File: src/core/wccb_pkg.sv
package wccb_pkg;

   // register access port and input bank geometry
   localparam int ADDR_W = 6;
   localparam int DATA_W = 24;
   localparam int NUM_INPUTS = 24;
   localparam int NUM_DIR = 10;
   localparam int CODE_W = 3;
   localparam int NUM_FIELDS = 15;

   // register offsets
   localparam logic [ADDR_W-1:0] ADDR_DIR_SEL = 6'h1c;
   localparam logic [ADDR_W-1:0] ADDR_WET_A = 6'h1d;
   localparam logic [ADDR_W-1:0] ADDR_WET_B = 6'h1e;

   // reset values
   localparam logic [DATA_W-1:0] RST_DIR_SEL = 24'h00_0000;
   localparam logic [DATA_W-1:0] RST_WET_A = 24'h00_0000;
   localparam logic [DATA_W-1:0] RST_WET_B = 24'h00_0000;

   // writable bit masks; everything else reads zero
   localparam logic [DATA_W-1:0] MASK_DIR_SEL = 24'h00_03ff;
   localparam logic [DATA_W-1:0] MASK_WET_A = 24'hff_ffff;
   localparam logic [DATA_W-1:0] MASK_WET_B = 24'h7f_ffff;

   // field positions in the second wetting-level register
   localparam int POS_OFF_SINK = 22;
   localparam int POS_OFF_SOURCE = 21;
   localparam int WIDTH_B_FIELDS = 21;

   typedef enum logic [CODE_W-1:0] {
      WCCB_OFF = 3'h0,
      WCCB_1MA = 3'h1,
      WCCB_2MA = 3'h2,
      WCCB_5MA = 3'h3,
      WCCB_10MA = 3'h4,
      WCCB_15MA = 3'h5
   } wccb_level_t;

   // codes 5..7 all collapse onto the top current
   function automatic wccb_level_t wccb_decode(input logic [CODE_W-1:0] code);
      wccb_level_t lvl;
      unique case (code)
         3'h0: lvl = WCCB_OFF;
         3'h1: lvl = WCCB_1MA;
         3'h2: lvl = WCCB_2MA;
         3'h3: lvl = WCCB_5MA;
         3'h4: lvl = WCCB_10MA;
         default: lvl = WCCB_15MA;
      endcase
      return lvl;
   endfunction

   // which 3-bit field (0..14) drives an input; pairs share one field
   function automatic logic [3:0] wccb_field_idx(input int idx);
      logic [3:0] f;
      unique case (idx)
         0, 1: f = 4'h0;
         2, 3: f = 4'h1;
         4: f = 4'h2;
         5: f = 4'h3;
         6, 7: f = 4'h4;
         8, 9: f = 4'h5;
         10: f = 4'h6;
         11: f = 4'h7;
         12, 13: f = 4'h8;
         14, 15: f = 4'h9;
         16, 17: f = 4'ha;
         18, 19: f = 4'hb;
         20, 21: f = 4'hc;
         22: f = 4'hd;
         default: f = 4'he;
      endcase
      return f;
   endfunction

endpackage

File: src/core/wccb_lane.sv
module wccb_lane
   import wccb_pkg::*;
(
   // stored configuration for this input
   input  wire logic [wccb_pkg::CODE_W-1:0] code,
   input  wire logic                        sink_sel,
   input  wire logic                        off_sink,
   input  wire logic                        off_source,
   // operating state
   input  wire logic                        continuous_mode,
   input  wire logic                        switch_closed,
   // resulting current
   output wccb_pkg::wccb_level_t            level
);

   wccb_level_t base;
   logic        scale_off;

   always_comb begin
      base = wccb_decode(code);
      scale_off = sink_sel ? off_sink : off_source;
      level = base;
      // only the two high settings fall back, and only when closed
      if (continuous_mode && switch_closed && !scale_off &&
          (base == WCCB_10MA || base == WCCB_15MA)) begin
         level = WCCB_2MA;
      end
   end

endmodule

File: src/core/wccb_top.sv
// Functional notes
// - direction bits 9..0: zero sources current, one sinks current, per input
// - direction register bits 23..10 are read-only and read zero
// - codes 0..4 give off,1,2,5,10 mA; codes 5..7 give 15 mA
// - first wetting register at 0x1D, resets zero, holds inputs 0..11 fields
// - a paired field gives both inputs of the pair the same code; auto-scaling still acts on each input separately
// - second wetting register at 0x1E: reserved, two scale-off bits, inputs 12..23
// - direction register at 0x1C; all three reset to zero
// - scale-off clear: 10/15 mA drops to 2 mA on closure in continuous mode
module wccb_top
   import wccb_pkg::*;
(
   // clock and reset
   input  wire logic                                  sys_clk,
   input  wire logic                                  reset_n,
   // register access from the serial frame decoder
   input  wire logic                                  reg_wr_en,
   input  wire logic                                  reg_rd_en,
   input  wire logic [wccb_pkg::ADDR_W-1:0]           reg_addr,
   input  wire logic [wccb_pkg::DATA_W-1:0]           reg_wdata,
   output logic      [wccb_pkg::DATA_W-1:0]           reg_rdata,
   output logic                                       reg_rd_valid,
   // switch side status
   input  wire logic                                  continuous_mode,
   input  wire logic [wccb_pkg::NUM_INPUTS-1:0]       switch_closed,
   // configuration to the current generators
   output logic      [wccb_pkg::NUM_DIR-1:0]          input_sink_sel,
   output logic      [wccb_pkg::NUM_INPUTS*3-1:0]     wet_level,
   output logic                                       autoscale_off_sink,
   output logic                                       autoscale_off_source
);

   typedef struct packed {
      logic [NUM_DIR-1:0]          sink_sel;
      logic [DATA_W-1:0]           cfg_a;
      logic [WIDTH_B_FIELDS-1:0]   cfg_b;
      logic                        off_sink;
      logic                        off_source;
      logic [DATA_W-1:0]           rdata;
      logic                        rd_valid;
      logic [NUM_INPUTS*3-1:0]     level;
   } wccb_state_t;

   wccb_state_t st_r;
   wccb_state_t st_nxt;
   logic [NUM_INPUTS*3-1:0] lane_level;
   logic [NUM_FIELDS*3-1:0] fields;

   assign fields = {st_r.cfg_b, st_r.cfg_a};

   function automatic logic [CODE_W-1:0] field_code(input logic [NUM_FIELDS*3-1:0] f,
                                                    input int idx);
      return f[3*wccb_field_idx(idx) +: CODE_W];
   endfunction

   function automatic logic [DATA_W-1:0] reg_image(input wccb_state_t s,
                                                  input logic [ADDR_W-1:0] a);
      logic [DATA_W-1:0] v;
      v = '0;
      unique case (a)
         ADDR_DIR_SEL: v = {{(DATA_W-NUM_DIR){1'b0}}, s.sink_sel};
         ADDR_WET_A: v = s.cfg_a;
         ADDR_WET_B: v = {1'b0, s.off_sink, s.off_source, s.cfg_b};
         default: v = '0;
      endcase
      return v;
   endfunction

   for (genvar g = 0; g < NUM_INPUTS; g++) begin : g_lane
      logic sink;
      if (g < NUM_DIR) begin : g_dir
         assign sink = st_r.sink_sel[g];
      end else begin : g_fixed
         assign sink = 1'b0;
      end
      // pair members read the same field index
      wccb_lane u_lane (
         .code            (field_code(fields, g)),
         .sink_sel        (sink),
         .off_sink        (st_r.off_sink),
         .off_source      (st_r.off_source),
         .continuous_mode (continuous_mode),
         .switch_closed   (switch_closed[g]),
         .level           (lane_level[3*g +: 3])
      );
   end

   always_comb begin
      st_nxt = st_r;
      st_nxt.rd_valid = reg_rd_en;
      // read returns the contents before a same-cycle write
      st_nxt.rdata = reg_rd_en ? reg_image(st_r, reg_addr) : '0;
      st_nxt.level = lane_level;
      if (reg_wr_en) begin
         unique case (reg_addr)
            ADDR_DIR_SEL: begin
               st_nxt.sink_sel = reg_wdata[NUM_DIR-1:0];
            end
            ADDR_WET_A: begin
               st_nxt.cfg_a = reg_wdata & MASK_WET_A;
            end
            ADDR_WET_B: begin
               st_nxt.cfg_b = reg_wdata[WIDTH_B_FIELDS-1:0];
               st_nxt.off_sink = reg_wdata[POS_OFF_SINK];
               st_nxt.off_source = reg_wdata[POS_OFF_SOURCE];
            end
            default: begin
               // unmapped writes are dropped
            end
         endcase
      end
   end

   always_ff @(posedge sys_clk or negedge reset_n) begin
      if (!reset_n) begin
         st_r.sink_sel <= RST_DIR_SEL[NUM_DIR-1:0];
         st_r.cfg_a <= RST_WET_A;
         st_r.cfg_b <= RST_WET_B[WIDTH_B_FIELDS-1:0];
         st_r.off_sink <= RST_WET_B[POS_OFF_SINK];
         st_r.off_source <= RST_WET_B[POS_OFF_SOURCE];
         st_r.rdata <= '0;
         st_r.rd_valid <= 1'b0;
         st_r.level <= '0;
      end else begin
         st_r <= st_nxt;
      end
   end

   assign reg_rdata = st_r.rdata;
   assign reg_rd_valid = st_r.rd_valid;
   assign input_sink_sel = st_r.sink_sel;
   assign wet_level = st_r.level;
   assign autoscale_off_sink = st_r.off_sink;
   assign autoscale_off_source = st_r.off_source;
endmodule

File: config.mk
export PLATFORM = sky130hd
export DESIGN_NAME = wccb_top
export DESIGN_NICKNAME = d
export VERILOG_FILES = /design/src/core/wccb_pkg.sv /design/src/core/wccb_lane.sv /design/src/core/wccb_top.sv
export SDC_FILE = /design/constraint.sdc
export NUM_CORES = 1
export LEC_CHECK = 0
export BUFFER_PORTS_ARGS = -buffer_cell sky130_fd_sc_hd__buf_2
export CAP_MARGIN = 0
export CORE_ASPECT_RATIO = 0.5
export CORE_MARGIN = 5
export CORE_UTILIZATION = 30
export DETAILED_ROUTE_END_ITERATION = 7
export PLACE_DENSITY_LB_ADDON = 0.05
export SETUP_SLACK_MARGIN = 0.15
export SLEW_MARGIN = 30
export SYNTH_ARGS = -nofsm -noshare
export SYNTH_HDL_FRONTEND = slang
export SYNTH_SLANG_ARGS = --single-unit
File: constraint.sdc
create_clock -name sys_clk -period 1.25 [get_ports sys_clk]
set_clock_uncertainty 0.2 [all_clocks]
set_input_delay 0.0625 -clock sys_clk [delete_from_list [all_inputs] [get_ports sys_clk]]
set_output_delay 0.0625 -clock sys_clk [all_outputs]
set_load 0.01 [all_outputs]
==> out/qor.tcl, run 1 <==
set qor(outcome) {finished, violations left}
set qor(failed_checks) {hold timing, setup timing}
set qor(ys_seq_area_share_pct) 64.8
set qor(numPortBuffers) 167
set qor(tritoncts) {yes}
set qor(cp_max_fo) 3
set qor(tightest_slew_ns) 0.369
set qor(highest_layer) {met4}
set qor(synth_enable_flop_cells) 0
set qor(synth.avg_cell_area_sq_um) 13.1
set qor(ios) 168
set qor(max_cap_violations) 0
set qor(floorplan.core_area_sq_mm) 0.0195
set qor(dp_hpwl_um) 12300
set qor(cts_made_buffers) 17
set qor(gr-usage-all-layers_pct) 15.4
set qor(cts_max_level) 4
set qor(timing.critical_path.to_type) {register}
set qor(detail_route.drc_violations) 0
set qor(floorplan.rows) 36
set qor(max_slew_headroom_pct) 75.3
set qor(timing_max_transition_violations_final) 0
set qor(yosys-mux-area-fraction_pct) 12.5
set qor(netlist_area_sq_mm) 0.00594
set qor(final.period_utilization_pct) 118
set qor(antenna-diode-count) 0
set qor(final_cells) 1003
set qor(synthTopCellsByArea) {dfrtp_1 65%, mux2_2 10%, a22oi_1 2.9%}
set qor(clk_pin_slew_worst_paths_ns) 0.06
set qor(synthesized_area_fraction_occupied_by_ao_oa_aoi_and_oai_cells_pct) 8.84
set qor(arrival_ns) 1.62
set qor(synthCells) 453
set qor(floorplan.die_area_sq_mm) 0.0229
set qor(layout.cells.most_common) {dfrtp_1}
set qor(totalPowerFinal_mw) 14.0
set qor(met2WireLength_um) 8360
set qor(most_used_flip_flop_cell_after_synthesis) {dfrtp_1}
set qor(post_synth_xor_area_fraction_pct) 0
set qor(floorplan.die.width_um) 209
set qor(drt_wl_total_um) 17500
set qor(vdd.ir_drop.worst_v) 0.00105
set qor(syn_nets) 512
set qor(fin_area_sq_mm) 0.00929
set qor(yosys.area.top_type_share_pct) 64.8
set qor(critical_path_required_ns) 1.40
set qor(max-clock-path-buffers) 2
set qor(internal_power_mw) 10.3
set qor(drive_above_1_share_pct) 52.5
set qor(p_comb_share_pct) 18.8
set qor(detailed_place.area_sq_mm) 0.00745
set qor(antenna_left) 0
set qor(ff2ff_setup_slack_ns) -0.23
set qor(final_util_pct) 47.7
set qor(synth_async_sr_flop_share_pct) 100
set qor(grt_pass1_wl_um) 27200
set qor(power.density_cell_area_mw_per_mm2) 1500
set qor(route.detailed.wl_per_inst_um) 17.5
set qor(endpoints_failing_setup) 88
set qor(overflow_left_after_global_routing) 0
set qor(route.detailed.vias_per_inst) 4.47
set qor(most-common-layout-cells) {145 x dfrtp_1, 142 x buf_2, 52 x dlygate4sd3_1, 52 x buf_6, 44 x mux2_2}
set qor(place_congestion) 0.719
set qor(maxClockFrequency_mhz) 678
set qor(post-place-ws_ns) -0.315
set qor(finalCriticalPeriod_ns) 1.48
set qor(fin_nets) 783
set qor(worst_hold_slack_ns) -0.0232
set qor(cts.sink_count) 154
set qor(timing.critical_path.from_type) {register}
set qor(antenna_found_initial) 0
set qor(timing.final.ws_setup_ns) -0.225
set qor(synth_cell_type_count) 27
set qor(seqPwrFrac_pct) 43.0
set qor(clockRootBuffer) {clkbuf_16}
set qor(static-leakage-power_nw) 4.59
set qor(clock_insertion_delay_worst_skew_ns) 0.42
set qor(timing.hold.worst.class) {in -> reg}
set qor(number_of_placed_cells_counting_well_taps) 894
set qor(worstSetupPathType) {reg -> reg}
set qor(power.switching_mw) 3.68
set qor(power.switching_fraction_pct) 26.4
set qor(drt-initial-drc-count) 105
set qor(setup-tns-final_ns) -12.41
set qor(post_synth_and_or_nand_nor_area_fraction_pct) 9.81
set qor(yosys_warnings) 0
set qor(first_global_vias) 4876
set qor(met1Wirelength_um) 8430
set qor(met3RoutedLength_um) 563
set qor(grt_start_max_net_pins) 56
set qor(rsz0062_at_grt) {true}
set qor(detail_route.first_pass.iterations) 4
set qor(share_clk_of_total_power_pct) 38.2
set qor(area.growth.synth_to_final_pct) 56.3
set qor(yosys.area_share.adder_pct) 0
set qor(starting_density_of_the_core_pct) 30.5
set qor(synth_register_bits) 154
set qor(holdBufCountCts) 52
set qor(vias) 4482
set qor(report.final.hold_viol_count) 12
set qor(biggest_area_consumer_among_synthesized_cells) {dfrtp_1}
set qor(synth_top_family_by_area) {multiplexers}
set qor(die_height_um) 110
==> logic make-up after synthesis <==
logic type      count (synthesis)
flops                         154
simple gates                  107
compound gates                 82
mux                            67
buf+inv                        43
==> power by group through the flow <==
stage | sequential (mW) | clock, mW | combinational (mW)
after floorplan | 6.15 | 0 | 0.900
after global placement | 6.06 | 0 | 2.03
after detailed placement | 6.06 | 0 | 2.03
after CTS | 5.99 | 5.45 | 2.47
after global routing | 6.08 | 5.68 | 2.84
final | 6.00 | 5.34 | 2.62
==> worst paths after layout <==
path,start,to,depth (start not counted)
worst max-delay path,input_sink_sel[8]$_DFFE_PN0P_,wet_level[25]$_DFF_PN0_,5
worst min-delay path,reg_addr[1],reg_rdata[1]$_DFF_PN0_,5
worst max register to register,input_sink_sel[8]$_DFFE_PN0P_,wet_level[25]$_DFF_PN0_,5
worst min register to register,fields[44]$_DFFE_PN0P_,wet_level[70]$_DFF_PN0_,1
max in group asynchronous,reset_n,wet_level[42]$_DFF_PN0_,3
min in group asynchronous,reset_n,wet_level[37]$_DFF_PN0_,3
==> critical path, cell delays in order (launching register included) <==
cell and delay (ns):
dfrtp_1 0.42, mux2i_4 0.30, buf_6 0.12, nand4_1 0.14, buf_4 0.18, nand2_1 0.05
==> routing by layer <==
layer,up-vias,global-route usage [%]
met5,-,0
met3,13,3.45
met4,0,4.61
li1,2134,-
met1,2264,20.8
met2,71,25.2
==> layout make-up <==
class | count | area (sq um)
clock buffers | 22 | 464
clock inverters | 10 | 143
fillers | 1818 | 10200
inverters | 6 | 22.5
multi-input cells | 257 | 2190
flip-flops and latches | 154 | 3860
well taps | 266 | 333
repair buffers | 288 | 2270
==> sequential cells by signal (all words and copies together) (netlist names) <==
register,count
wet_level,72
autoscale_off_source,1
input_sink_sel,10
reg_rd_valid,1
autoscale_off_sink,1
fields,45
reg_rdata,24
==> what timing repair did <==
item / 4_1_cts / 5_1_grt
resized for setup: 59 / 55
endpoints found under the hold margin: 308 / 6
pin swaps: 4 / 12
setup buffers: 18 / 5
setup endpoints to repair: 194 / 209
gates cloned: 0 / 2
==> synth_stat cells, types with 5 or more instances <==
cell type	n
mux2_2	54
a22oi_1	23
and4_1	6
buf_2	5
nor2_1	23
dfrtp_1	154
nand2b_1	13
nand2_1	17
nor2b_1	11
buf_4	11
inv_1	6
clkbuf_1	16
mux2i_1	10
nand3_1	25
a21oi_1	25
a31oi_1	14
a21boi_0	14
Note: power is estimated with default switching activity, not from simulation.
==> inputs of run 2 (changes only) <==
--- a/config.mk
+++ b/config.mk
@@ -10,8 +10,9 @@
 export CORE_ASPECT_RATIO = 0.5
 export CORE_MARGIN = 5
 export CORE_UTILIZATION = 30
+export CTS_CLUSTER_SIZE = 14
 export DETAILED_ROUTE_END_ITERATION = 7
-export PLACE_DENSITY_LB_ADDON = 0.05
+export PLACE_DENSITY = 0.56
 export SETUP_SLACK_MARGIN = 0.15
 export SLEW_MARGIN = 30
 export SYNTH_ARGS = -nofsm -noshare
==> constraint.sdc (replaced) <==
create_clock -name sys_clk -period 1.7 [get_ports sys_clk]
set_clock_uncertainty 0.2 [all_clocks]
set_input_delay 0.085 -clock sys_clk [delete_from_list [all_inputs] [get_ports sys_clk]]
set_output_delay 0.085 -clock sys_clk [all_outputs]
set_load 0.01 [all_outputs]
==> out/qor.tcl, run 2 (synthesis gave the netlist of run 1 again) <==
set qor(outcome) {finished, violations left}
set qor(failed_checks) {hold timing}
set qor(overflow_left_after_global_routing) 0
set qor(fillerInstances) 1863
set qor(report.final.hold_viol_count) 43
set qor(critical_path.reg2reg.endpoint) {wet_level[32]$_DFF_PN0_}
set qor(largest_register_ff_count) 72
set qor(antenna_left) 0
set qor(finalCriticalPeriod_ns) 1.52
set qor(post-place-ws_ns) 0.0417
set qor(floorplan.rows) 36
set qor(cts_max_level) 4
set qor(cp_max_fo) 9
set qor(worst_hold_slack_ns) -0.0302
set qor(ios) 168
set qor(first_global_vias) 4542
set qor(grt_start_max_net_pins) 49
set qor(max_cap_violations) 0
set qor(endpoint) {fields[38]$_DFFE_PN0P_}
set qor(fin_nets) 736
set qor(drt_wl_total_um) 16300
set qor(antenna_found_initial) 0
set qor(cts_made_buffers) 17
set qor(floorplan.core_area_sq_mm) 0.0195
set qor(timing_max_transition_violations_final) 0
set qor(grt_pass1_wl_um) 25600
set qor(clock_insertion_delay_worst_skew_ns) 0.42
set qor(floorplan.die.width_um) 209
set qor(critical_path.startpoint) {reg_addr[1]}
set qor(static-leakage-power_nw) 4.21
set qor(gr-usage-all-layers_pct) 14.5
set qor(dp_hpwl_um) 12000
set qor(clk_pin_slew_worst_paths_ns) 0.06
set qor(floorplan.die_area_sq_mm) 0.0229
set qor(rsz0062_at_grt) {true}
set qor(detail_route.drc_violations) 0
set qor(place_congestion) 0.781
set qor(final.period_utilization_pct) 89.6
set qor(vdd.ir_drop.worst_v) 0.000605
set qor(tritoncts) {yes}
set qor(clockRootBuffer) {clkbuf_16}
set qor(most-common-layout-cells) {165 x buf_2, 153 x dfrtp_1, 54 x mux2_2, 54 x dlygate4sd3_1}
set qor(route.detailed.vias_per_inst) 4.51
set qor(drt-initial-drc-count) 148
set qor(layout.cells.most_common) {buf_2}
set qor(arrival_ns) 1.62
set qor(max-clock-path-buffers) 2
set qor(endpoints_failing_setup) 0
set qor(timing.hold.worst.class) {in -> async}
set qor(antenna-diode-count) 0
set qor(starting_density_of_the_core_pct) 30.5
set qor(tightest_slew_ns) 0.480
set qor(detail_route.first_pass.iterations) 4
set qor(timing.final.ws_setup_ns) 0.176
set qor(max_slew_headroom_pct) 68.0
set qor(timing.critical_path.from_type) {input pin}
set qor(critical_path_required_ns) 1.80
set qor(die_height_um) 110
set qor(numPortBuffers) 167
set qor(critical_path.reg2reg.startpoint) {autoscale_off_source$_DFFE_PN0P_}
set qor(cts_setup_buffers) 0
set qor(cts.sink_count) 154
set qor(power.density_cell_area_mw_per_mm2) 1150
set qor(worstSetupPathType) {in -> reg}
set qor(setup-tns-final_ns) 0
set qor(area.growth.synth_to_final_pct) 39.0
set qor(ff2ff_setup_slack_ns) 0.27
set qor(drive_above_1_share_pct) 40.7
set qor(maxClockFrequency_mhz) 656
set qor(vias) 4311
set qor(timing.critical_path.to_type) {register}
set qor(worst_r2r_path_depth) 4
set qor(route.detailed.wl_per_inst_um) 17.0
## run 2: cell count changes in the layout (fill, tap and decap cells not counted), moves of 10 or more
cell / delta
buf_6: -50
buf_2: +23
nand3_1: +21
nand3_2: -20
buf_4: -15
a21boi_0: +14
mux2_4: -13
a21boi_1: -10
mux2_2: +10
## run 2: what timing repair did
action	CTS	global route
endpoints found under the hold margin	297	1
hold buffers	53	1
cloned	0	0
setup endpoints to repair	7	18
gates resized for setup	1	3
pin swaps	0	0
## run 2: worst min path at each step
stage | slack (ns) | depth (start not counted) | to
after CTS | -0.03 | 2 | wet_level[42]$_DFF_PN0_
after floorplan | -0.41 | 0 | autoscale_off_sink$_DFFE_PN0P_
after global placement | -0.15 | 1 | wet_level[46]$_DFF_PN0_
after detailed placement | -0.14 | 1 | wet_level[46]$_DFF_PN0_
after global routing | 0.003 | 2 | wet_level[14]$_DFF_PN0_
final | -0.03 | 2 | wet_level[46]$_DFF_PN0_
## run 2: cell type report
type                       count  area, sq um  area share, %
sequential                   154         3850           46.7
multi-input combinational    256         1870           22.6
timing repair buffer         242         1600           19.3
clock buffer                  19          453           5.48
tap                          266          333           4.03
clock inverter                13          131           1.59
inverter                       6         22.5          0.273
## run 2: metal layers
layer	track usage (%)	vias up	share of wire, %
li1	-	2039	-
met4	4.42	0	1.4
met3	3.88	20	4.2
met2	25.1	76	51
met1	18.2	2176	43
met5	0	-	0
## run 2: through the flow
step,power (mW),cell area [sq um],std cells,utilization (%)
detailed placement,5.79,7120,870,36.6
CTS,9.66,8240,955,42.3
floorplan,5.10,5940,453,-
global route,9.99,8260,956,42.4
finish,9.51,8260,956,42.4
global placement,5.76,7120,870,36.6
## run 2: power by group
part           switching [mW]  total [mW]  internal, mW
registers               0.316        4.41          4.10
logic                   0.707        1.38         0.670
clock network            1.59        3.72          2.13
## run 2: worst max-delay path, stage by stage
cell,delay [ns]
dlygate4sd3_1,0.54
buf_2,0.16
nor2b_2,0.18
nand3_4,0.10
buf_4,0.20
mux2_2,0.35
